`src/sar_ctrl_pkg.sv`:
```
// shared constants and types for the successive-approximation control block
package sar_ctrl_pkg;

    localparam int          RESULT_W         = 8;
    localparam int          PHASE_DIV        = 8;
    localparam int          PHASE_W          = 3;
    localparam int          CONV_CYCLES      = 64;
    localparam int          DONE_HOLD_CYCLES = 8;
    localparam int          HOLD_W           = 4;
    localparam int          CONV_CNT_W       = 7;

    localparam logic [PHASE_W-1:0]    PHASE_LAST     = 3'h7;
    localparam logic [PHASE_W-1:0]    PHASE_RESET    = 3'h0;
    localparam logic [RESULT_W-1:0]   TRIAL_MSB      = 8'h80;
    localparam logic [RESULT_W-1:0]   TRIAL_LSB      = 8'h01;
    localparam logic [RESULT_W-1:0]   RESULT_RESET   = 8'h00;
    localparam logic [RESULT_W-1:0]   RESULT_ZERO    = 8'h00;
    localparam logic [HOLD_W-1:0]     HOLD_RESET     = 4'h0;
    localparam logic [HOLD_W-1:0]     HOLD_LOAD      = 4'(DONE_HOLD_CYCLES - 1);
    localparam logic [CONV_CNT_W-1:0] CONV_CNT_RESET = 7'h00;
    localparam logic [CONV_CNT_W-1:0] CONV_CNT_FULL  = 7'(CONV_CYCLES);

    // bus control pins, all active low
    typedef struct packed {
        logic cs_n;
        logic rd_n;
        logic wr_n;
    } bus_ctrl_t;

    localparam bus_ctrl_t BUS_IDLE = '{cs_n: 1'b1, rd_n: 1'b1, wr_n: 1'b1};

    // analog front-end answers
    typedef struct packed {
        logic keep_bit;
        logic neg_ge_pos;
    } comp_in_t;

    localparam comp_in_t COMP_RESET = '{keep_bit: 1'b0, neg_ge_pos: 1'b0};

    typedef enum logic [1:0] {
        ST_IDLE,
        ST_ARMED,
        ST_CONVERT,
        ST_LATCH
    } conv_state_t;

endpackage

```
`src/sar_adc_start_read_control.sv`:
```
// conversion control and bus interface of an 8-bit successive-approximation converter
`timescale 1ns/1ps
`default_nettype none

module sar_adc_start_read_control
    import sar_ctrl_pkg::*;
(
    // clock and reset
    input  wire logic                I_CLK_SYS,
    input  wire logic                I_RESET,
    // bus control pins
    input  wire bus_ctrl_t           I_BUS,
    // comparator and input polarity
    input  wire comp_in_t            I_COMP,
    // ladder tap selection
    output logic [RESULT_W-1:0]      O_TRIAL_CODE,
    // data bus
    output logic [RESULT_W-1:0]      O_DATA,
    output logic                     O_DATA_OE_N,
    // end of conversion
    output logic                     O_CONVERSION_DONE_N
);

    ////////////////////////////////////////////////////////////////////////////
    // pin synchronisers

    bus_ctrl_t             bus_meta_q;
    bus_ctrl_t             bus_sync_q;
    comp_in_t              comp_meta_q;
    comp_in_t              comp_sync_q;
    logic                  start_req;
    logic                  read_req;

    always_ff @(posedge I_CLK_SYS) begin
        if (I_RESET) begin
            bus_meta_q  <= BUS_IDLE;
            bus_sync_q  <= BUS_IDLE;
            comp_meta_q <= COMP_RESET;
            comp_sync_q <= COMP_RESET;
        end else begin
            bus_meta_q  <= I_BUS;
            bus_sync_q  <= bus_meta_q;
            comp_meta_q <= I_COMP;
            comp_sync_q <= comp_meta_q;
        end
    end

    assign start_req = !bus_sync_q.cs_n && !bus_sync_q.wr_n;
    assign read_req  = !bus_sync_q.cs_n && !bus_sync_q.rd_n;

    ////////////////////////////////////////////////////////////////////////////
    // phase divider

    logic [PHASE_W-1:0]    phase_q;
    logic                  phase_tick;

    always_ff @(posedge I_CLK_SYS) begin
        if (I_RESET) begin
            phase_q <= PHASE_RESET;
        end else begin
            phase_q <= phase_q + 3'h1;
        end
    end

    assign phase_tick = (phase_q == PHASE_LAST);

    ////////////////////////////////////////////////////////////////////////////
    // conversion sequencer

    conv_state_t           state_q;
    logic [RESULT_W-1:0]   approximation_register_q;
    logic [RESULT_W-1:0]   mask_q;
    logic [RESULT_W-1:0]   result_q;
    logic [RESULT_W-1:0]   decided;
    logic                  last_bit;

    // drop the trial bit when the input is below the tap
    assign decided  = comp_sync_q.keep_bit ? approximation_register_q
                                           : (approximation_register_q & ~mask_q);
    assign last_bit = (mask_q == TRIAL_LSB);

    always_ff @(posedge I_CLK_SYS) begin
        if (I_RESET) begin
            state_q                  <= ST_IDLE;
            approximation_register_q <= RESULT_RESET;
            mask_q                   <= RESULT_RESET;
        end else if (start_req) begin
            state_q                  <= ST_ARMED;
            approximation_register_q <= RESULT_RESET;
            mask_q                   <= RESULT_RESET;
        end else begin
            unique case (state_q)
                ST_IDLE: begin
                    state_q <= ST_IDLE;
                end
                ST_ARMED: begin
                    if (phase_tick) begin
                        state_q                  <= ST_CONVERT;
                        approximation_register_q <= TRIAL_MSB;
                        mask_q                   <= TRIAL_MSB;
                    end
                end
                ST_CONVERT: begin
                    if (phase_tick) begin
                        if (last_bit) begin
                            state_q                  <= ST_LATCH;
                            approximation_register_q <= decided;
                            mask_q                   <= RESULT_RESET;
                        end else begin
                            approximation_register_q <= decided | (mask_q >> 1);
                            mask_q                   <= mask_q >> 1;
                        end
                    end
                end
                ST_LATCH: begin
                    state_q <= ST_IDLE;
                end
            endcase
        end
    end

    // output latch takes the code the cycle before done falls
    always_ff @(posedge I_CLK_SYS) begin
        if (I_RESET) begin
            result_q <= RESULT_RESET;
        end else if (state_q == ST_CONVERT && phase_tick && last_bit && !start_req) begin
            result_q <= comp_sync_q.neg_ge_pos ? RESULT_ZERO : decided;
        end
    end

    ////////////////////////////////////////////////////////////////////////////
    // done flag: set holds for eight clocks against read, start clears at once

    logic [HOLD_W-1:0]     hold_q;
    logic                  done_n_q;

    always_ff @(posedge I_CLK_SYS) begin
        if (I_RESET) begin
            done_n_q <= 1'b1;
            hold_q   <= HOLD_RESET;
        end else if (state_q == ST_LATCH) begin
            done_n_q <= 1'b0;
            hold_q   <= HOLD_LOAD;
        end else if (start_req) begin
            done_n_q <= 1'b1;
            hold_q   <= HOLD_RESET;
        end else if (hold_q != HOLD_RESET) begin
            done_n_q <= 1'b0;
            hold_q   <= hold_q - 4'h1;
        end else if (read_req) begin
            done_n_q <= 1'b1;
        end
    end

    ////////////////////////////////////////////////////////////////////////////
    // output registers

    logic                  oe_n_q;
    logic [RESULT_W-1:0]   data_q;

    always_ff @(posedge I_CLK_SYS) begin
        if (I_RESET) begin
            oe_n_q <= 1'b1;
            data_q <= RESULT_RESET;
        end else begin
            oe_n_q <= !read_req;
            data_q <= result_q;
        end
    end

    assign O_TRIAL_CODE        = approximation_register_q;
    assign O_DATA              = data_q;
    assign O_DATA_OE_N         = oe_n_q;
    assign O_CONVERSION_DONE_N = done_n_q;

    ////////////////////////////////////////////////////////////////////////////
    // checks

    logic [CONV_CNT_W-1:0] conv_cnt_q;

    always_ff @(posedge I_CLK_SYS) begin
        if (I_RESET || state_q != ST_CONVERT) begin
            conv_cnt_q <= CONV_CNT_RESET;
        end else begin
            conv_cnt_q <= conv_cnt_q + 7'h01;
        end
    end

    AST_NEG_GIVES_ZERO: assert property (@(posedge I_CLK_SYS) disable iff (I_RESET)
        (state_q == ST_CONVERT && phase_tick && last_bit && !start_req && comp_sync_q.neg_ge_pos)
        |=> (result_q == RESULT_ZERO) ##1 (!O_CONVERSION_DONE_N))
        else $error("negative input did not give a zero code");

    AST_START_WITHIN_8: assert property (@(posedge I_CLK_SYS) disable iff (I_RESET)
        (state_q == ST_ARMED && !start_req) |-> ##[1:8] (state_q != ST_ARMED || start_req))
        else $error("armed start did not begin within eight clocks");

    AST_HELD_IN_RESET: assert property (@(posedge I_CLK_SYS) disable iff (I_RESET)
        start_req [*3] |-> (state_q == ST_ARMED) && (approximation_register_q == RESULT_RESET))
        else $error("converter left reset while write strobe low");

    AST_LATCH_BEFORE_DONE: assert property (@(posedge I_CLK_SYS) disable iff (I_RESET)
        $fell(O_CONVERSION_DONE_N) |-> $past(state_q) == ST_LATCH && result_q == $past(result_q))
        else $error("done fell without the result latched one clock before");

    AST_SIXTY_FOUR_CLOCKS: assert property (@(posedge I_CLK_SYS) disable iff (I_RESET)
        (state_q == ST_LATCH) |-> ($past(conv_cnt_q) == CONV_CNT_FULL - 7'h01) && mask_q == RESULT_RESET)
        else $error("conversion did not take sixty-four clocks");

    AST_MSB_FIRST: assert property (@(posedge I_CLK_SYS) disable iff (I_RESET)
        $rose(state_q == ST_CONVERT) |-> approximation_register_q == TRIAL_MSB)
        else $error("conversion did not test the top bit first");

    AST_READ_ENABLES: assert property (@(posedge I_CLK_SYS) disable iff (I_RESET)
        read_req |=> !O_DATA_OE_N && O_DATA == $past(result_q))
        else $error("read did not enable the data outputs");

    AST_READ_CLEARS: assert property (@(posedge I_CLK_SYS) disable iff (I_RESET)
        (read_req && !start_req && hold_q == HOLD_RESET && state_q != ST_LATCH) |=> O_CONVERSION_DONE_N)
        else $error("read did not clear done");

    AST_FREE_RUN_SHORT: assert property (@(posedge I_CLK_SYS) disable iff (I_RESET)
        (start_req && state_q != ST_LATCH) |=> O_CONVERSION_DONE_N && hold_q == HOLD_RESET)
        else $error("start did not end the done pulse");

    AST_ABORT: assert property (@(posedge I_CLK_SYS) disable iff (I_RESET)
        (state_q == ST_CONVERT && start_req) |=> state_q == ST_ARMED && mask_q == RESULT_RESET)
        else $error("start did not abort the running conversion");

    AST_PHASE_STEP: assert property (@(posedge I_CLK_SYS) disable iff (I_RESET)
        (state_q == ST_CONVERT && !phase_tick && !start_req) |=> $stable(approximation_register_q))
        else $error("register stepped off the divided phase");

endmodule

`default_nettype wire

```
`config.mk`:
```
export PLATFORM = sky130hd
export DESIGN_NAME = sar_adc_start_read_control
export DESIGN_NICKNAME = d
export VERILOG_FILES = /design/src/sar_ctrl_pkg.sv /design/src/sar_adc_start_read_control.sv
export SDC_FILE = /design/constraint.sdc
export NUM_CORES = 1
export LEC_CHECK = 0
export BUFFER_PORTS_ARGS = -buffer_cell sky130_fd_sc_hd__buf_2
export CAP_MARGIN = 0
export CORE_AREA = 2 2 85 87
export CTS_CLUSTER_DIAMETER = 200
export DETAILED_ROUTE_END_ITERATION = 8
export DIE_AREA = 0 0 87 89
export PLACE_DENSITY = 0.51
export SETUP_SLACK_MARGIN = 0.3
export SLEW_MARGIN = 15
export SYNTH_ARGS = -nofsm -noshare
export SYNTH_HDL_FRONTEND = slang
export SYNTH_SLANG_ARGS = --single-unit
```
`constraint.sdc`:
```
create_clock -name I_CLK_SYS -period 2.74 [get_ports I_CLK_SYS]
set_input_delay 0.548 -clock I_CLK_SYS [delete_from_list [all_inputs] [get_ports I_CLK_SYS]]
set_output_delay 0.548 -clock I_CLK_SYS [all_outputs]
set_load 0.02 [all_outputs]
```
==> summary.txt <==
Pins Over Slew Limit = 0
Detailed Routing Iterations Pass 1 = 4
Pin count of the biggest net entering global routing = 37
Cells resized by post-CTS repair = 0
Maximum fanout count along the critical path = 8
Count of antenna-violating nets left after detailed routing = 0
Warnings from Yosys = 0
Final routed wire length divided by cell count = 12.0 um
Sequential-to-total area share from yosys stat = 53.3%
Non-Filler Cell Area, Final = 2270 um2
Residual DRC = 0
Height of the die = 89 um
Share of synthesized flip-flops with an asynchronous set or reset = 0%
Post-Route Setup TNS = 0 ps
Number of enable-type register cells in the synthesized netlist = 0
Routability-driven placement congestion ratio = 0.720
Max Freq = 584 MHz
Detailed Place HPWL = 2530 um
Area share of the leading cell type in the synthesized netlist = 53.3%
Root Buffer Master = clkbuf_8
Clock transition at the registers of the reported paths = 100 ps
Clock tree from TritonCTS = built
Insertion delay to the later sink of the worst-skew pair = 310 ps
Final #Nets = 241
Number of buffers between clock root and the deepest sink = 2
Proportion of layout cells with a drive suffix above 1 = 21.4%
Clock net sink count = 53
Number of setup buffers added after CTS = 0
# diodes = 0
CTS H-tree lvls = 2
Cell area power density = 646 nW/um2
Antenna violations before repair = 0
Max-cap violations = 0
Hold Vio Cnt, Final = 0
Count of input and output buffers = 24
Multi-input combinational cell area = 823 um2
Fillers = 696
Hold-fix buffers, CTS = 0
Result of the run = complete, no violations
I/O pins = 25
Initial DRC count = 106
Class of the worst hold path = flip-flop to flip-flop
Data arrival time of the worst path = 1920 ps
Critical Path Sink Type = flip-flop
Startpoint Class = flip-flop
VDD IR max = 0.201 mV
Horizontal die dimension = 87 um
Pleak = 0.847 nW
Post-synth top area cell = dfxtp_1
Number of global-route vias before repair = 1364
Area growth from synthesis to layout = 14.0%
Core Box Area = 6720 um2
Total number of vias = 1449
Kind of critical path = flip-flop to flip-flop
Wire length of the first global-routing pass = 6440 um
Final critical-path share of the clock period = 62.5%
Cells after synthesis = 204
Avg Cell Area, Syn = 9.76 um2
Detail-routed via count per cell = 4.69
Cells taking the most area after synthesis = dfxtp_1, nand2_1, ha_1
Post-synthesis instance area = 1990 um2
Final number of setup-violating endpoints = 0
CP required = 2950 ps
Setup repair after global routing missed its margin = false
Max transition margin = 60.9%
Total wire length = 3700 um
Worst Hold Margin = 417 ps
Number of nets produced by synthesis = 217
Number of synthesized register bits = 53
Ys flop type = dfxtp_1
Min Tclk post-route = 1710 ps
FP Rows = 30
Die area = 7740 um2
Leftover overflow at the end of global routing = 0
Measured slew at the worst slew-check pin = 586 ps
Effective utilization at floorplan = 29.6%
Post-route clock skew = 6.00 ps
Global-route total usage across every layer = 10.6%
CTS buffer count = 5
Area of all sequential standard cells = 1060 um2
Synth unique cells = 39
Placed Instance Area = 2180 um2
synth_stat cells, drive strengths merged, types with 2 or more instances:
| cell | n |
|---|---|
| dfxtp | 53 |
| nand2 | 21 |
| inv | 13 |
| nor2 | 11 |
| a21oi | 10 |
| nand2b | 9 |
| nor2b | 9 |
| a31oi | 8 |
| nand3 | 8 |
| or2 | 8 |
| o32ai | 7 |
| buf | 6 |
| ha | 6 |
| o21ai | 6 |
| clkbuf | 4 |
| and4 | 2 |
| mux2 | 2 |
| nor4 | 2 |
| o21bai | 2 |
| or2b | 2 |
| xnor2 | 2 |
sequential cells by signal, summed over array words and instances, names as in the netlist:
signal               flops
state_q                  2
mask_q                   8
comp_meta_q              2
hold_q                   4
bus_meta_q               3
bus_sync_q               3
O_DATA_OE_N              1
O_CONVERSION_DONE_N      1
result_q                 8
phase_q                  3
comp_sync_q              2
O_TRIAL_CODE             8
O_DATA                   8
layer usage:
layer / track usage, % / wire [um] / up-vias
met5: 0 / 0 / -
met4: 3.69 / 16 / 0
met3: 2.95 / 111 / 2
met2: 16.3 / 1690 / 32
met1: 14.3 / 1880 / 676
li1: - / - / 739
final cells by class:
class | instances | area share [%]
timing repair buffer | 27 | 6.28
tap | 80 | 4.41
multi-input combinational | 128 | 36.3
clock inverter | 3 | 1.10
sequential | 53 | 46.7
inverter | 13 | 2.15
clock buffer | 5 | 3.03
worst max-delay path, stage by stage, from the launching register on:
cell,delay (ps)
dfxtp_1,420
ha_1,290
and2_1,180
and4_1,400
mux2_4,330
stage by stage:
step	utilization (%)	cells	power, mW	worst slack, ps
2_1_floorplan	-	204	0.990	1050
3_3_place_gp	32.4	301	1.03	904
3_5_place_dp	32.4	301	1.03	884
4_1_cts	33.8	309	1.49	1000
5_1_grt	33.8	309	1.55	885
6_report	33.8	309	1.47	1030
placed cells by master, fill, tap and decap left out, drive strengths merged, types with 2 or more instances in the layout:
cell	count
nand2	21
mux2	2
inv	15
o21ai	6
and4	2
nor4	2
nor2b	9
nand2b	9
ha	6
or2	8
nand3	8
a21oi	10
clkbuf	5
a31oi	8
xnor2	2
o32ai	7
nor2	11
or2b	2
o21bai	2
buf	27
dfxtp	53
where the power goes:
part	switching [mW]	total [mW]	internal, mW	leakage, nW
Combinational	0.0895	0.180	0.0909	0.371
Clock	0.269	0.456	0.187	0.0452
Sequential	0.0220	0.831	0.809	0.431
Total	0.381	1.47	1.09	0.847
logic make-up after synthesis:
kind of cell | after synthesis | share of synthesized area [%]
and+or+nand+nor | 80 | 22.9
adders and majority gates | 6 | 3.77
muxes | 2 | 1.32
DFF | 53 | 53.3
xor gates and xnor gates | 2 | 0.880
AOI/OAI and AO/OA | 38 | 12.4
buffers and inverters | 23 | 5.34
path summary, 6_finish.rpt:
check                           slack [ps]       endpoint          start  depth (start not counted)
worst max-delay path                  1030    result_q[7]     state_q[1]                          4
worst min-delay path                   420  bus_sync_q[2]  bus_meta_q[2]                          1
worst max register to register        1030    result_q[7]     state_q[1]                          4
worst min register to register         420  bus_sync_q[2]  bus_meta_q[2]                          1
(Power assumes the default switching activity.)
